$ cat src/hdl/pmrs_pkg.sv
// package of constants and types for the power-mode and reset sequencer
// Behaviour
// - idle bit write enters idle after instruction
// - idle gates only the core clock
// - idle freezes core state and port pins
// - enabled interrupt ends idle, clears idle bit
// - release select chooses service routine or resume
// - reset pin low eight clocks is valid
// - any reset zeroes pc, restores registers
// - watchdog runs in idle, interrupt wakes
// - watchdog reset 512 clocks after timeout flag
// - watchdog reset held two machine cycles
// - software restart prevents timeout for interval
// - power-down bit write stops all clocks
// - reset pin wakes power-down after warm-up
// - watchdog inactive in power-down
// - enabled external or ring wakes after warm-up
// - after wake routine, resume next instruction
// - rc select runs rc until crystal warm
// - reset pin sampled at state four, synchronous
// - reset extends up to two cycles past release
// - three reset sources, two with cause flags
// - external reset sets no cause flag
package pmrs_pkg;
    // register word offsets
    localparam logic [3:0] PMRS_ADDR_PCTL   = 4'h0;
    localparam logic [3:0] PMRS_ADDR_PMODE  = 4'h1;
    localparam logic [3:0] PMRS_ADDR_WDCTL  = 4'h2;
    localparam logic [3:0] PMRS_ADDR_IRQEN  = 4'h3;
    localparam logic [3:0] PMRS_ADDR_STATUS = 4'h4;
    // power control fields
    localparam int PMRS_PCTL_IDLE    = 0;
    localparam int PMRS_PCTL_PDOWN   = 1;
    localparam int PMRS_PCTL_RELSEL  = 4;
    // power mode fields
    localparam int PMRS_PMODE_RCSEL  = 5;
    // watchdog control fields
    localparam int PMRS_WD_RESTART   = 0;
    localparam int PMRS_WD_RSTEN     = 1;
    localparam int PMRS_WD_IRQEN     = 2;
    localparam int PMRS_WD_FLAG      = 3;
    localparam int PMRS_WD_PORF      = 6;
    localparam int PMRS_WD_WDRF      = 7;
    // irq enable fields
    localparam int PMRS_EN_EXT0      = 0;
    localparam int PMRS_EN_EXT1      = 1;
    localparam int PMRS_EN_RING      = 2;
    localparam int PMRS_EN_GLOBAL    = 7;
    // timing
    localparam int PMRS_STATES_PER_MC  = 4;
    localparam logic [1:0] PMRS_SAMPLE_STATE = 2'h3; // state four of the cycle
    localparam int PMRS_RST_MIN_CLK    = 8;
    localparam int PMRS_RST_MIN_SMP    = PMRS_RST_MIN_CLK / PMRS_STATES_PER_MC;
    localparam int PMRS_WD_GRACE_CLK   = 512;
    localparam int PMRS_HOLD_MC        = 2;
    localparam int PMRS_HOLD_CLK       = PMRS_HOLD_MC * PMRS_STATES_PER_MC;
    localparam int PMRS_WARMUP_CLK     = 65536;
    localparam int PMRS_WD_INTERVAL    = 131072;
    localparam logic [7:0] PMRS_RST_VAL = 8'h00;

    typedef enum logic [2:0] {
        PMRS_NORMAL = 3'b000,
        PMRS_IDLE   = 3'b001,
        PMRS_PDOWN  = 3'b011,
        PMRS_WARM   = 3'b010,
        PMRS_RESET  = 3'b110
    } pmrs_state_t;

    // clock gate outputs travel together
    typedef struct packed {
        logic core_clk_en;
        logic periph_clk_en;
        logic osc_en;
        logic rc_osc_sel;
    } pmrs_clk_t;
endpackage

$ cat src/hdl/pmrs_top.sv
// power-mode and reset sequencer with classic wishbone register slave
//
// The register offsets and register access over Wishbone were left to the implementer.
`timescale 1ns/1ps
module pmrs_top #(
    parameter int WARMUP_CLK  = pmrs_pkg::PMRS_WARMUP_CLK,
    parameter int WD_INTERVAL = pmrs_pkg::PMRS_WD_INTERVAL
) (
    input  wire logic              clk_i,
    input  wire logic              rst_i,
    input  wire logic              por_i,
    input  wire logic              reset_n_i,
    input  wire logic              ext0_n_i,
    input  wire logic              ext1_n_i,
    input  wire logic              ring_i,
    input  wire logic              irq_pending_i,
    input  wire logic              insn_done_i,
    input  wire logic              reti_i,
    input  wire logic              wb_cyc_i,
    input  wire logic              wb_stb_i,
    input  wire logic              wb_we_i,
    input  wire logic [3:0]        wb_adr_i,
    input  wire logic [3:0]        wb_sel_i,
    input  wire logic [31:0]       wb_dat_i,
    output logic [31:0]            wb_dat_o,
    output logic                   wb_ack_o,
    output pmrs_pkg::pmrs_clk_t    clk_ctl_o,
    output logic                   cpu_rst_o,
    output logic                   hold_ports_o,
    output logic                   wake_irq_o,
    output logic                   wd_irq_o
);
    localparam int WB = $clog2(WARMUP_CLK + 1);
    localparam int DB = $clog2(WD_INTERVAL + 1);
    localparam int GB = 10;
    localparam int HB = 4;
    localparam logic [GB-1:0] GRACE = GB'(pmrs_pkg::PMRS_WD_GRACE_CLK);
    localparam logic [HB-1:0] HOLD  = HB'(pmrs_pkg::PMRS_HOLD_CLK);

    pmrs_pkg::pmrs_state_t state_reg, state_next;
    logic [1:0]     phase_reg;
    logic [1:0]     low_cnt_reg;
    logic           pin_rst_reg;
    logic [HB-1:0]  hold_reg;
    logic [WB-1:0]  warm_reg;
    logic [DB-1:0]  wd_reg;
    logic [GB-1:0]  grace_reg;
    logic           grace_run_reg;
    logic           wake_rst_reg;
    logic [7:0]     pctl_reg;
    logic [7:0]     pmode_reg;
    logic [7:0]     wdctl_reg;
    logic [7:0]     irqen_reg;
    logic           rc_run_reg;
    logic           post_pd_reg;

    // bus decode
    wire bus_req    = wb_cyc_i & wb_stb_i & ~wb_ack_o;
    wire bus_wr     = bus_req & wb_we_i & wb_sel_i[0];
    wire wr_pctl    = bus_wr & (wb_adr_i == pmrs_pkg::PMRS_ADDR_PCTL);
    wire wr_pmode   = bus_wr & (wb_adr_i == pmrs_pkg::PMRS_ADDR_PMODE);
    wire wr_wdctl   = bus_wr & (wb_adr_i == pmrs_pkg::PMRS_ADDR_WDCTL);
    wire wr_irqen   = bus_wr & (wb_adr_i == pmrs_pkg::PMRS_ADDR_IRQEN);
    wire wd_restart = wr_wdctl & wb_dat_i[pmrs_pkg::PMRS_WD_RESTART];

    // reset pin sampling and source detection
    wire sample_now = (phase_reg == pmrs_pkg::PMRS_SAMPLE_STATE);
    wire pin_valid  = 32'(low_cnt_reg) >= pmrs_pkg::PMRS_RST_MIN_SMP;
    wire wd_fire    = grace_run_reg & (grace_reg == GRACE - GB'(1));
    wire in_pd      = (state_reg == pmrs_pkg::PMRS_PDOWN);
    wire in_idle    = (state_reg == pmrs_pkg::PMRS_IDLE);
    wire in_warm    = (state_reg == pmrs_pkg::PMRS_WARM);
    wire gen_en     = irqen_reg[pmrs_pkg::PMRS_EN_GLOBAL];
    wire pd_wake    = gen_en & ((~ext0_n_i & irqen_reg[pmrs_pkg::PMRS_EN_EXT0])
                    | (~ext1_n_i & irqen_reg[pmrs_pkg::PMRS_EN_EXT1])
                    | (ring_i & irqen_reg[pmrs_pkg::PMRS_EN_RING]));
    wire wd_flag    = wdctl_reg[pmrs_pkg::PMRS_WD_FLAG];
    wire wd_irq     = wd_flag & wdctl_reg[pmrs_pkg::PMRS_WD_IRQEN] & gen_en;
    wire idle_wake  = irq_pending_i | wd_irq;
    // a pin held low past power-down waits for the warm-up before taking effect
    wire any_rst    = por_i | (pin_valid & ~in_pd & ~in_warm) | wd_fire;
    wire wd_tick    = ~in_pd & (state_reg != pmrs_pkg::PMRS_WARM);
    wire wd_over    = wd_tick & (32'(wd_reg) == WD_INTERVAL - 1);
    wire warm_done  = 32'(warm_reg) == WARMUP_CLK - 1;

    // mode sequencing
    always_comb begin
        state_next = state_reg;
        case (state_reg)
            pmrs_pkg::PMRS_NORMAL: begin
                if (insn_done_i & pctl_reg[pmrs_pkg::PMRS_PCTL_PDOWN])
                    state_next = pmrs_pkg::PMRS_PDOWN;
                else if (insn_done_i & pctl_reg[pmrs_pkg::PMRS_PCTL_IDLE])
                    state_next = pmrs_pkg::PMRS_IDLE;
            end
            pmrs_pkg::PMRS_IDLE: begin
                if (idle_wake)
                    state_next = pmrs_pkg::PMRS_NORMAL;
            end
            pmrs_pkg::PMRS_PDOWN: begin
                if (pin_valid | pd_wake)
                    state_next = pmrs_pkg::PMRS_WARM;
            end
            pmrs_pkg::PMRS_WARM: begin
                if (warm_done)
                    state_next = wake_rst_reg ? pmrs_pkg::PMRS_RESET
                                              : pmrs_pkg::PMRS_NORMAL;
            end
            pmrs_pkg::PMRS_RESET: begin
                if (hold_reg == HOLD - HB'(1) && !(~reset_n_i))
                    state_next = pmrs_pkg::PMRS_NORMAL;
            end
            default: state_next = pmrs_pkg::PMRS_RESET;
        endcase
        if (any_rst)
            state_next = pmrs_pkg::PMRS_RESET;
    end

    // state, phase and reset pin filter
    always_ff @(posedge clk_i) begin
        if (rst_i) begin
            state_reg   <= pmrs_pkg::PMRS_RESET;
            phase_reg   <= 2'h0;
            low_cnt_reg <= 2'h0;
        end else begin
            state_reg <= state_next;
            phase_reg <= phase_reg + 2'h1;
            if (in_pd)
                low_cnt_reg <= reset_n_i ? 2'h0 : 2'h2;
            else if (reset_n_i)
                low_cnt_reg <= 2'h0;
            else if (sample_now && !pin_valid)
                low_cnt_reg <= low_cnt_reg + 2'h1;
        end
    end

    // reset hold counter and warm-up counter
    always_ff @(posedge clk_i) begin
        if (rst_i) begin
            hold_reg     <= '0;
            warm_reg     <= '0;
            wake_rst_reg <= 1'b0;
        end else begin
            if (state_reg != pmrs_pkg::PMRS_RESET || any_rst || ~reset_n_i)
                hold_reg <= '0;
            else if (hold_reg != HOLD - HB'(1))
                hold_reg <= hold_reg + HB'(1);
            if (state_reg == pmrs_pkg::PMRS_WARM)
                warm_reg <= warm_reg + WB'(1);
            else
                warm_reg <= '0;
            if (in_pd)
                wake_rst_reg <= pin_valid;
        end
    end

    // watchdog counter and grace timer
    always_ff @(posedge clk_i) begin
        if (rst_i || cpu_rst_o) begin
            wd_reg        <= '0;
            grace_reg     <= '0;
            grace_run_reg <= 1'b0;
        end else begin
            if (wd_restart) begin
                wd_reg        <= '0;
                grace_reg     <= '0;
                grace_run_reg <= 1'b0;
            end else if (wd_tick) begin
                wd_reg <= wd_over ? '0 : wd_reg + DB'(1);
                if (wd_flag & wdctl_reg[pmrs_pkg::PMRS_WD_RSTEN] & ~grace_run_reg)
                    grace_run_reg <= 1'b1;
                if (grace_run_reg)
                    grace_reg <= grace_reg + GB'(1);
            end
        end
    end

    // software registers with hardware set and clear; one process owns the whole
    // watchdog byte, so the cause flags are kept apart from the cpu reset by branch
    always_ff @(posedge clk_i) begin
        if (rst_i) begin
            pctl_reg  <= pmrs_pkg::PMRS_RST_VAL;
            pmode_reg <= pmrs_pkg::PMRS_RST_VAL;
            irqen_reg <= pmrs_pkg::PMRS_RST_VAL;
            wdctl_reg <= pmrs_pkg::PMRS_RST_VAL;
        end else begin
            if (cpu_rst_o) begin
                pctl_reg       <= pmrs_pkg::PMRS_RST_VAL;
                pmode_reg      <= pmrs_pkg::PMRS_RST_VAL;
                irqen_reg      <= pmrs_pkg::PMRS_RST_VAL;
                wdctl_reg[5:0] <= 6'h00;
            end else begin
                if (wr_pctl)
                    pctl_reg <= wb_dat_i[7:0];
                if (in_idle & idle_wake)
                    pctl_reg[pmrs_pkg::PMRS_PCTL_IDLE] <= 1'b0;
                if (state_reg == pmrs_pkg::PMRS_WARM && warm_done)
                    pctl_reg[pmrs_pkg::PMRS_PCTL_PDOWN] <= 1'b0;
                if (wr_pmode)
                    pmode_reg <= wb_dat_i[7:0];
                if (wr_irqen)
                    irqen_reg <= wb_dat_i[7:0];
                if (wr_wdctl)
                    wdctl_reg[5:0] <= {wb_dat_i[5:4], wb_dat_i[3] & wd_flag,
                                       wb_dat_i[2:1], 1'b0};
                if (wd_over & ~wd_restart)
                    wdctl_reg[pmrs_pkg::PMRS_WD_FLAG] <= 1'b1;                     // set wins
            end
            // cause flags, cleared only by rst_i or software
            if (por_i)
                wdctl_reg[pmrs_pkg::PMRS_WD_PORF] <= 1'b1;
            else if (wr_wdctl & ~wb_dat_i[pmrs_pkg::PMRS_WD_PORF])
                wdctl_reg[pmrs_pkg::PMRS_WD_PORF] <= 1'b0;
            if (wd_fire)
                wdctl_reg[pmrs_pkg::PMRS_WD_WDRF] <= 1'b1;
            else if (wr_wdctl & ~wb_dat_i[pmrs_pkg::PMRS_WD_WDRF])
                wdctl_reg[pmrs_pkg::PMRS_WD_WDRF] <= 1'b0;
        end
    end

    // rc oscillator selection on power-down exit
    always_ff @(posedge clk_i) begin
        if (rst_i) begin
            rc_run_reg  <= 1'b0;
            post_pd_reg <= 1'b0;
        end else begin
            if (in_pd & (pin_valid | pd_wake))
                rc_run_reg <= pmode_reg[pmrs_pkg::PMRS_PMODE_RCSEL];
            else if (state_reg == pmrs_pkg::PMRS_WARM && warm_done)
                rc_run_reg <= 1'b0;
            if (state_reg == pmrs_pkg::PMRS_WARM && warm_done && !wake_rst_reg)
                post_pd_reg <= 1'b1;
            else if (reti_i | cpu_rst_o)
                post_pd_reg <= 1'b0;
        end
    end

    // read mux
    logic [7:0] rd_byte;
    wire [7:0] status_byte = {3'h0, post_pd_reg, rc_run_reg, state_reg};
    always_comb begin
        case (wb_adr_i)
            pmrs_pkg::PMRS_ADDR_PCTL:   rd_byte = pctl_reg;
            pmrs_pkg::PMRS_ADDR_PMODE:  rd_byte = pmode_reg;
            pmrs_pkg::PMRS_ADDR_WDCTL:  rd_byte = wdctl_reg;
            pmrs_pkg::PMRS_ADDR_IRQEN:  rd_byte = irqen_reg;
            pmrs_pkg::PMRS_ADDR_STATUS: rd_byte = status_byte;
            default:                    rd_byte = 8'h00;
        endcase
    end

    // bus answer and outputs
    wire warm_exit = (state_next == pmrs_pkg::PMRS_NORMAL) && (state_reg == pmrs_pkg::PMRS_WARM);
    always_ff @(posedge clk_i) begin
        if (rst_i) begin
            wb_ack_o     <= 1'b0;
            wb_dat_o     <= 32'h00000000;
            clk_ctl_o    <= '0;
            cpu_rst_o    <= 1'b1;
            hold_ports_o <= 1'b0;
            wake_irq_o   <= 1'b0;
            wd_irq_o     <= 1'b0;
        end else begin
            wb_ack_o  <= bus_req;
            wb_dat_o  <= bus_req ? {24'h000000, rd_byte} : 32'h00000000;
            clk_ctl_o.core_clk_en   <= (state_next == pmrs_pkg::PMRS_NORMAL)
                                     | (state_next == pmrs_pkg::PMRS_RESET);
            clk_ctl_o.periph_clk_en <= (state_next != pmrs_pkg::PMRS_PDOWN)
                                     & (state_next != pmrs_pkg::PMRS_WARM);
            clk_ctl_o.osc_en        <= (state_next != pmrs_pkg::PMRS_PDOWN);
            clk_ctl_o.rc_osc_sel    <= (in_pd & (pin_valid | pd_wake))
                                     ? pmode_reg[pmrs_pkg::PMRS_PMODE_RCSEL]
                                     : rc_run_reg & ~warm_done;
            cpu_rst_o    <= (state_next == pmrs_pkg::PMRS_RESET);
            hold_ports_o <= (state_next == pmrs_pkg::PMRS_IDLE);
            wake_irq_o   <= (in_idle & idle_wake & ~pctl_reg[pmrs_pkg::PMRS_PCTL_RELSEL])
                          | warm_exit;
            wd_irq_o     <= wd_irq;
        end
    end
endmodule

$ cat config.mk
export PLATFORM = sky130hd
export DESIGN_NAME = pmrs_top
export DESIGN_NICKNAME = d
export VERILOG_FILES = /design/src/hdl/pmrs_pkg.sv /design/src/hdl/pmrs_top.sv
export SDC_FILE = /design/constraint.sdc
export NUM_CORES = 1
export LEC_CHECK = 0
export ABC_AREA = 1
export BUFFER_PORTS_ARGS = -buffer_cell sky130_fd_sc_hd__buf_2
export CAP_MARGIN = 20
export CORE_AREA = 5 5 106 108
export CTS_BUF_LIST = sky130_fd_sc_hd__clkbuf_8
export DETAILED_ROUTE_END_ITERATION = 16
export DIE_AREA = 0 0 111 113
export PLACE_DENSITY = 0.84
export SLEW_MARGIN = 10
export SYNTH_ARGS = -nofsm -noshare
export SYNTH_HDL_FRONTEND = slang
export SYNTH_SLANG_ARGS = --single-unit
$ cat constraint.sdc
create_clock -name clk_i -period 3.88 [get_ports clk_i]
set_input_delay 0.776 -clock clk_i [delete_from_list [all_inputs] [get_ports clk_i]]
set_output_delay 0.776 -clock clk_i [all_outputs]
set_load 0.01 [all_outputs]
Yosys cells after proc, flatten, opt, wreduce, memory -nomap -nowiden:

Index checks and enable logic that the tools add are counted.

* register bits after elaboration: 132
* latch bits: 0
* memory bits (writable): 0
* memory bits (read-only): 0
* bits of input ports: 53
* logic and storage cells: 167
* memories: 0

* $add $sub $neg: 6
* multiply operators: 0
* divide/modulo/power cells: 0
* $lt $le $gt $ge: 1
* equality and inequality tests: 20
* shift operators: 0
* mux-type cells: 26
* bitwise logic cells: 55
* reduce and logical (&&, ||, !) cells: 28

Operators with widths (number)
* $pmux 8 s5: 1
* $and 1x1->1: 33
* $mux 3: 8
* $add 18x1->18 const B: 1
* $eq 18x17->1 const B: 1
* $mux 18: 1
* $add 17x1->17 const B: 1
* $eq 17x16->1 const B: 1
* $pmux 3 s5: 1
* $not 1->1: 13
* $add 10x1->10 const B: 1
* $eq 10x9->1 const B: 1
* $mux 1: 10
* $reduce_bool 2->1: 5
* $reduce_or 2->1: 5
* $ne 3x2->1 const B: 3
* $or 1x1->1: 9
* $eq 4x2->1 const B: 2
* $eq 4x3->1 const B: 2
* $mux 2: 4
* $eq 3x1->1 const B: 2
* $eq 3x2->1 const B: 2
* $eq 3x3->1 const B: 2
* $logic_not 3->1: 2
* 15 further kinds: 25

Depth between registers and ports, before layout:

Gate-level depths: netlist (run 1).

* depth in word-level cells: 12
* depth in mapped cells: 17
* depth with buffers taken out: 17

Worst setup path after synthesis (run 1):

OpenSTA, ideal clock, no wires.

* path kind: register to register
* from: reg warm_reg[0]
* to: reg clk_ctl_o[3] (netlist name)
* data arrival time: 1.954 ns
* required time: 3.809 ns
* setup slack: 1.856 ns
* stages on the path, launching flop included: 16
* path buffers: 0
* clock period less this slack: 2.024 ns
* path through: dfxtp_1 > ha_1 > nand2_1 > nor2_1 > nand3_1 > nor3_1 > and3b_1 > ha_1 > inv_1 > nor2_1 > nor2_1 > nand2_1 > nand3_1 > nor2_2 > nand3_1 > a21oi_1

* longest elaborated chain between the ends: 6

Ends and longest elaborated chain
* start: declaration: line pmrs_top.sv:45 `logic [WB-1:0] warm_reg;`
* start signal: assignment: line pmrs_top.sv:149 `warm_reg <= warm_reg + WB'(1);`
* $eq 17x16->1 (*): line pmrs_top.sv:84 `wire warm_done = 32'(warm_reg) == WARMUP_CLK - 1;`
* $mux 3 (*): line pmrs_top.sv:105 `if (warm_done)`
* $pmux 3 s5 (*): line pmrs_top.sv:89 `case (state_reg)`
* $mux 3 (*): line pmrs_top.sv:115 `if (any_rst)`
* $eq 3x3->1 or $logic_not 3->1 (tied branches): line pmrs_top.sv:267, pmrs_top.sv:266
* $or 1x1->1 (*): line pmrs_top.sv:267 `| (state_next == pmrs_pkg::PMRS_RESET);`
* end: declaration: line pmrs_top.sv:27 `output pmrs_pkg::pmrs_clk_t clk_ctl_o,`

Every way passes the cells marked *; elsewhere a longest branch is shown, timed or not.
A chain may end at the register's enable or synchronous reset.

Worst setup path after layout (run 1):

Same ends and word-level chain as after synthesis.

==> results of run 1 <==
[cell usage after synthesis (2+ instances only)]
cell type  number
nand2_4         2
a211oi_1        4
nor3_1         13
dfxtp_1       108
nand3_1        40
nor2_2          4
o22ai_1         6
nor2_4          5
inv_2           4
nand2_2         2
ha_1            8
o21ai_0        48
buf_4          24
xnor2_1         4
clkbuf_1        4
o21ai_1         2
or2_2           4
inv_1          80
nand4_1        14
nand2_1       106
nand3b_1        3
xor2_1          8
a21oi_1        59
buf_2           7
a31oi_1         2
nor2_1        104
[through the flow]
stage	hold WS, ns	setup slack (ns)	util
3_3_place_gp	0.407	1.11	0.515
5_1_grt	0.476	1.07	0.533
6_report	0.453	1.42	0.533
2_1_floorplan	0.399	1.86	-
3_5_place_dp	0.434	1.11	0.515
4_1_cts	0.449	1.42	0.533
[worst paths after layout]
| check | from | endpoint | slack (ns) |
|---|---|---|---|
| max | warm_reg[0] | clk_ctl_o[3] | 1.42 |
| min | pctl_reg[5] | pctl_reg[5] | 0.45 |
| max reg2reg | warm_reg[0] | clk_ctl_o[3] | 1.42 |
| min reg2reg | pctl_reg[5] | pctl_reg[5] | 0.45 |
[final cells by class]
class / count / share of cell area
clock inverters: 7 / 0.0116
repair buffers: 44 / 0.0417
inverters: 84 / 0.0583
multi-input cells: 476 / 0.434
clock buffers: 9 / 0.0229
flip-flops and latches: 108 / 0.400
well taps: 136 / 0.0315
[critical path, delay by kind of cell (launching register included)]
kind                       cells  cell delay, ns
adders and majority gates      2            0.37
AOI/OAI and AO/OA              1            0.18
and+or+nand+nor               11            1.42
buffers and inverters          1            0.05
DFF                            1            0.38
[per-layer routing]
layer,vias to the layer above,track usage,wire length [um]
met3,13,0.0417,648
met5,-,0,0
met2,106,0.265,4700
met1,1941,0.220,4850
li1,2252,-,-
met4,0,0.0591,176
[logic make-up (layout without fill, tap and decap cells)]
family | Yosys count | after routing | synth area share
and+or+nand+nor | 307 | 307 | 0.280
other | 1 | 24 | 0.000752
DFF | 108 | 108 | 0.434
AOI/OAI and AO/OA | 125 | 125 | 0.132
xor gates and xnor gates | 12 | 12 | 0.0211
buffers and inverters | 121 | 144 | 0.112
adders and majority gates | 8 | 8 | 0.0201
[where the power goes]
| group | total, mW | switching, mW | internal, mW |
|---|---|---|---|
| sequential | 1.12 | 0.00263 | 1.11 |
| combinational | 0.0617 | 0.0435 | 0.0182 |
| clock | 0.646 | 0.403 | 0.244 |
==> results.yml, run 1 <==
routing:
  drc: 0
  viasPerCell: 4.99
  dr_total_vias: 4312
  ant_nets: 0
  initialDrtViolationCount: 245
  routed_wl_um: 10400
  first_pass_iters: 5
  drt-wirelength-per-cell_um: 12.0
hold_path:
  hp-class: "reg -> reg"
  hold_depth: 2
setup_path:
  critPathCaptureType: "register"
  crit_chain: "ha_1, nand2_1, nor2_1, nand3_1, nor3_1, and3b_1, ha_1, inv_1, nor2_1, nor2_1, nand2_1, nand3_1, nor2_2, nand3_1, a21oi_1"
  start_kind: "register"
  crit_path_top_delay_cell: "dfxtp_1"
  required_ns: 4.17
  reg2regPathDepth: 15
  cp.arrival_ns: 2.76
  path_max_fanout: 4
  slowest_delay_ns: 0.38
  crit_type: "reg -> reg"
placement:
  io_buffers: 42
  dpl.cell_count: 848
  gp_congestion: 0.860
  placed_cell_area_mm2: 0.00522
  hpwl_um: 7760
clocking:
  post_cts.repair.setup_buffers: 0
  clkSinkCount: 108
  htreeDepth: 3
  worstSkewPairLatency_ns: 0.38
  numCtsBuffers: 9
  cts_tree: "built"
  cts-hold-fix-buffers: 0
  cts.clk_slew.worst_paths_ns: 0.12
  clk_path_buf_depth: 2
  clock-root-buffer: "clkbuf_8"
  cts_resized: 0
layout:
  layout_common_cells: "dfxtp_1 (108), nand2_1 (106), nor2_1 (104)"
  num-fill-cells: 970
  area_growth_syn_to_layout_pct: 8.49
  final_area_mm2: 0.00541
  layout_commonest_cell: "dfxtp_1"
  antenna_cells: 0
  final_nets: 784
  final_cells: 864
  register_area_mm2: 0.00216
  multi_input_area_mm2: 0.00235
  drive_above_1_share: 0.117
  largest_reg_flops: 18
timing:
  final-hold-violation-count: 0
  worst_pin_slew_ns: 0.531
  fmax_mhz: 406
  rsz0062_at_grt: "no"
  max_slew_margin: 0.643
  fin_skew_ns: 0.0178
  layout_min_cycle_time_ns: 2.46
  slew_violations: 0
  tns_ns: 0
  min_period_over_period: 0.635
  setup_viol: 0
synth:
  seq_area_frac_synth: 0.434
  yosysTopAreaCellShare: 0.434
  ys_ff_latch: 108
  synth_top_area_cell: "dfxtp_1"
  synth_area_per_cell_um2: 7.31
  synth-edff-count: 0
  syn_area_mm2: 0.00498
  async_reset_ff_frac: 0
  synthTopCellsByArea: "dfxtp_1 (43%), nand2_1 (8.0%), nor2_1 (7.8%)"
  yosys_warnings: 0
  ys.flop_type: "dfxtp_1"
  synth_cell_types: 43
  syn_inst: 682
global_routing:
  grt_max_degree: 31
  overflow: 0
  grt_pass1_vias: 3895
  antenna_found_initial: 0
  grt_pass1_wl_um: 17500
  grt_usage: 0.166
run_status:
  status: "complete, no violations"
die:
  io_pins: 94
  start_util: 0.492
  core_mm2: 0.0101
  std_cell_rows: 37
  die_x_um: 111
  die_area_mm2: 0.0125
  die_y_um: 113
power:
  power_density_mw_per_mm2: 337
  total_power_mw: 1.82
  p_leak_nw: 1.98
  max-vdd-ir-drop_v: 0.000164
job:
  drv_cap: 0
Note: power is estimated with default switching activity, not from simulation.
==> inputs of run 2 (changes only) <==
- ABC_AREA: 1 -> 0
- CORE_AREA: 5 5 106 108 -> 5 5 104 106
- DIE_AREA: 0 0 111 113 -> 0 0 109 111
- PLACE_DENSITY: 0.84 -> 0.85
- clock period: 3.88 -> 2.4 ns (I/O delays scaled with it)
==> run 2 against run 1 <==
  * Cell count shrank 19%
  * Final area is 2.4% lower
  * Combinational power increased by 75%
  * Wire length grew 1.5%
  * Sequential share of layout area increased by 0.97 points
  * Sequential power rose by 61%
  * Count of clock-buffer cells in the layout did not move
==> results.yml, run 2 <==
synth:
  synthMuxAreaShare: 0.0543
  yosys-top-cells-count: "dfxtp_1 (108), nor2_1 (79), nand2_1 (31)"
  yosys.cell_count.top_type: "dfxtp_1"
  yosys.area_share.simple: 0.243
  synthTopCellsByArea: "dfxtp_1 (45%), nor2_1 (6.2%), mux2i_1 (5.4%)"
  seq_area_frac_synth: 0.451
  synth_xor_area_frac: 0.0640
  async_reset_ff_frac: 0
  synth-edff-count: 0
  synth_top_area_cell: "dfxtp_1"
  synth_cell_types: 58
  syn_inst: 519
  synth_compound_area_frac: 0.0959
  yosysTopAreaCellShare: 0.451
  ys_ff_latch: 108
  yosys_warnings: 0
  synth_top_family_by_area: "simple AND/OR/NAND/NOR gates"
  synthAdderAreaFrac: 0.0209
  ys.flop_type: "dfxtp_1"
  synth_area_per_cell_um2: 9.23
  syn_area_mm2: 0.00479
clocking:
  worstSkewPairLatency_ns: 0.37
  clock-root-buffer: "clkbuf_8"
  clkSinkCount: 108
  htreeDepth: 3
  cts.clk_slew.worst_paths_ns: 0.10
  numCtsBuffers: 9
  clk_path_buf_depth: 2
  cts_tree: "built"
global_routing:
  grt_pass1_wl_um: 17700
  overflow: 0
  grt_max_degree: 30
  antenna_found_initial: 0
  grt_usage: 0.181
  grt_pass1_vias: 3783
setup_path:
  cp.arrival_ns: 2.44
  r2r_start: "warm_reg[0]"
  reg2regPathDepth: 9
  start_kind: "register"
  crit_end: "clk_ctl_o[1]"
  required_ns: 2.70
  critPathCaptureType: "register"
  path_max_fanout: 6
  startpoint: "warm_reg[0]"
  worst_r2r_endpoint: "clk_ctl_o[1]"
  reg2reg_slack_ns: 0.26
  crit_type: "reg -> reg"
layout:
  drive_above_1_share: 0.162
  final_nets: 625
  final_area_mm2: 0.00528
  antenna_cells: 0
  area_growth_syn_to_layout_pct: 10.2
  layout_commonest_cell: "dfxtp_1"
  largest_reg_flops: 18
  layout_common_cells: "dfxtp_1 (108), nor2_1 (79), buf_2 (42)"
die:
  core_mm2: 0.00968
  die_x_um: 109
  start_util: 0.495
  die_area_mm2: 0.0121
  io_pins: 94
  std_cell_rows: 36
  die_y_um: 111
power:
  max-vdd-ir-drop_v: 0.000314
  p_leak_nw: 1.82
  internal-power_mw: 2.42
  seq_power_share: 0.583
  power.switching_mw: 0.670
  clkPwrFrac: 0.382
  power_frac_comb: 0.035
  switching_share: 0.217
  power_density_mw_per_mm2: 586
routing:
  drt-wirelength-per-cell_um: 15.0
  ant_nets: 0
  viasPerCell: 5.48
  initialDrtViolationCount: 266
  dr_total_vias: 3836
  drc: 0
  first_pass_iters: 8
  routed_wl_um: 10500
timing:
  max_slew_margin: 0.366
  fin_skew_ns: 0.0108
  min_period_over_period: 0.894
  slew_violations: 0
  worst_pin_slew_ns: 0.938
  setup_viol: 0
  tns_ns: 0
  final-hold-violation-count: 0
  fmax_mhz: 466
  rsz0062_at_grt: "no"
  layout_min_cycle_time_ns: 2.14
placement:
  io_buffers: 42
  placed_cell_area_mm2: 0.00506
  gp_congestion: 0.828
  hpwl_um: 7900
hold_path:
  hp-class: "in -> reg"
job:
  drv_cap: 0
run_status:
  status: "complete, no violations"
## run 2: cell count changes in the layout (fill, tap and decap cells not counted), sizes merged, moves of 17 or more
cell   previous run  this run
nand2           110        31
inv              87        10
nor2            113        79
o21ai            51        17
a21oi            59        31
mux2i             0        26
xor2              8        27
nand3            41        24
## run 2: power by group through the flow
stage | Clock, mW | Sequential (mW) | Combinational (mW)
2_1_floorplan | 0 | 1.85 | 0.0792
3_3_place_gp | 0 | 1.85 | 0.102
3_5_place_dp | 0 | 1.85 | 0.105
4_1_cts | 1.20 | 1.80 | 0.106
5_1_grt | 1.29 | 1.81 | 0.118
6_report | 1.18 | 1.80 | 0.108
## run 2: layout make-up
class / instances / area (um^2)
Clock buffer: 9 / 124
Clock inverter: 5 / 87.6
Sequential cell: 108 / 2160
Timing Repair Buffer: 56 / 315
Inverter: 9 / 33.8
Multi-Input combinational cell: 380 / 2390
Fill cell: 822 / 4410
Tap cell: 133 / 166
## run 2: metal layers
layer	vias to the layer above	wire, um	global-route usage
li1	1853	-	-
met1	1821	4270	0.216
met2	134	5220	0.304
met3	28	791	0.0559
met4	0	251	0.0589
met5	-	0	0
## run 2: metrics by stage
step	utilization	std cells	setup slack (ns)	total power [mW]	hold slack, ns
finish	0.545	700	0.256	3.09	0.340
global route	0.545	700	0.0375	3.21	0.327
CTS	0.544	700	0.181	3.11	0.329
detailed placement	0.522	686	0.213	1.95	0.413
global placement	0.522	686	0.251	1.95	0.408
floorplan	-	542	0.481	1.93	0.399
## run 2: critical path, cell delays in order (launching register included)
cell      delay (ns)
dfxtp_1         0.44
ha_1            0.30
nand3_2         0.16
nor3_2          0.22
ha_1            0.21
nor2b_1         0.17
nand2_1         0.07
o211ai_1        0.17
o21ai_0         0.18
a21oi_1         0.16
## run 2: cell families after synthesis
group,Yosys count
adder cells (fa/ha/maj),8
AND/OR/NAND/NOR,214
other,1
flip-flops,108
XOR/XNOR,35
buffers and inverters,54
AO/OA/AOI/OAI,73
multiplexers,26
## run 2: what timing repair did
item                       CTS  global route
setup buffers                0             0
resized for setup            0             2
setup endpoints to repair    0             3
hold buffers                 0             0
## run 2: worst min path at each step
stage | start | end | cells past startpoint
after floorplan | phase_reg[0] | phase_reg[0] | 1
after detailed placement | phase_reg[0] | phase_reg[0] | 1
after CTS | reset_n_i | low_cnt_reg[0] | 2
after global routing | reset_n_i | low_cnt_reg[0] | 2
after global placement | phase_reg[0] | phase_reg[0] | 1
final | reset_n_i | low_cnt_reg[0] | 2
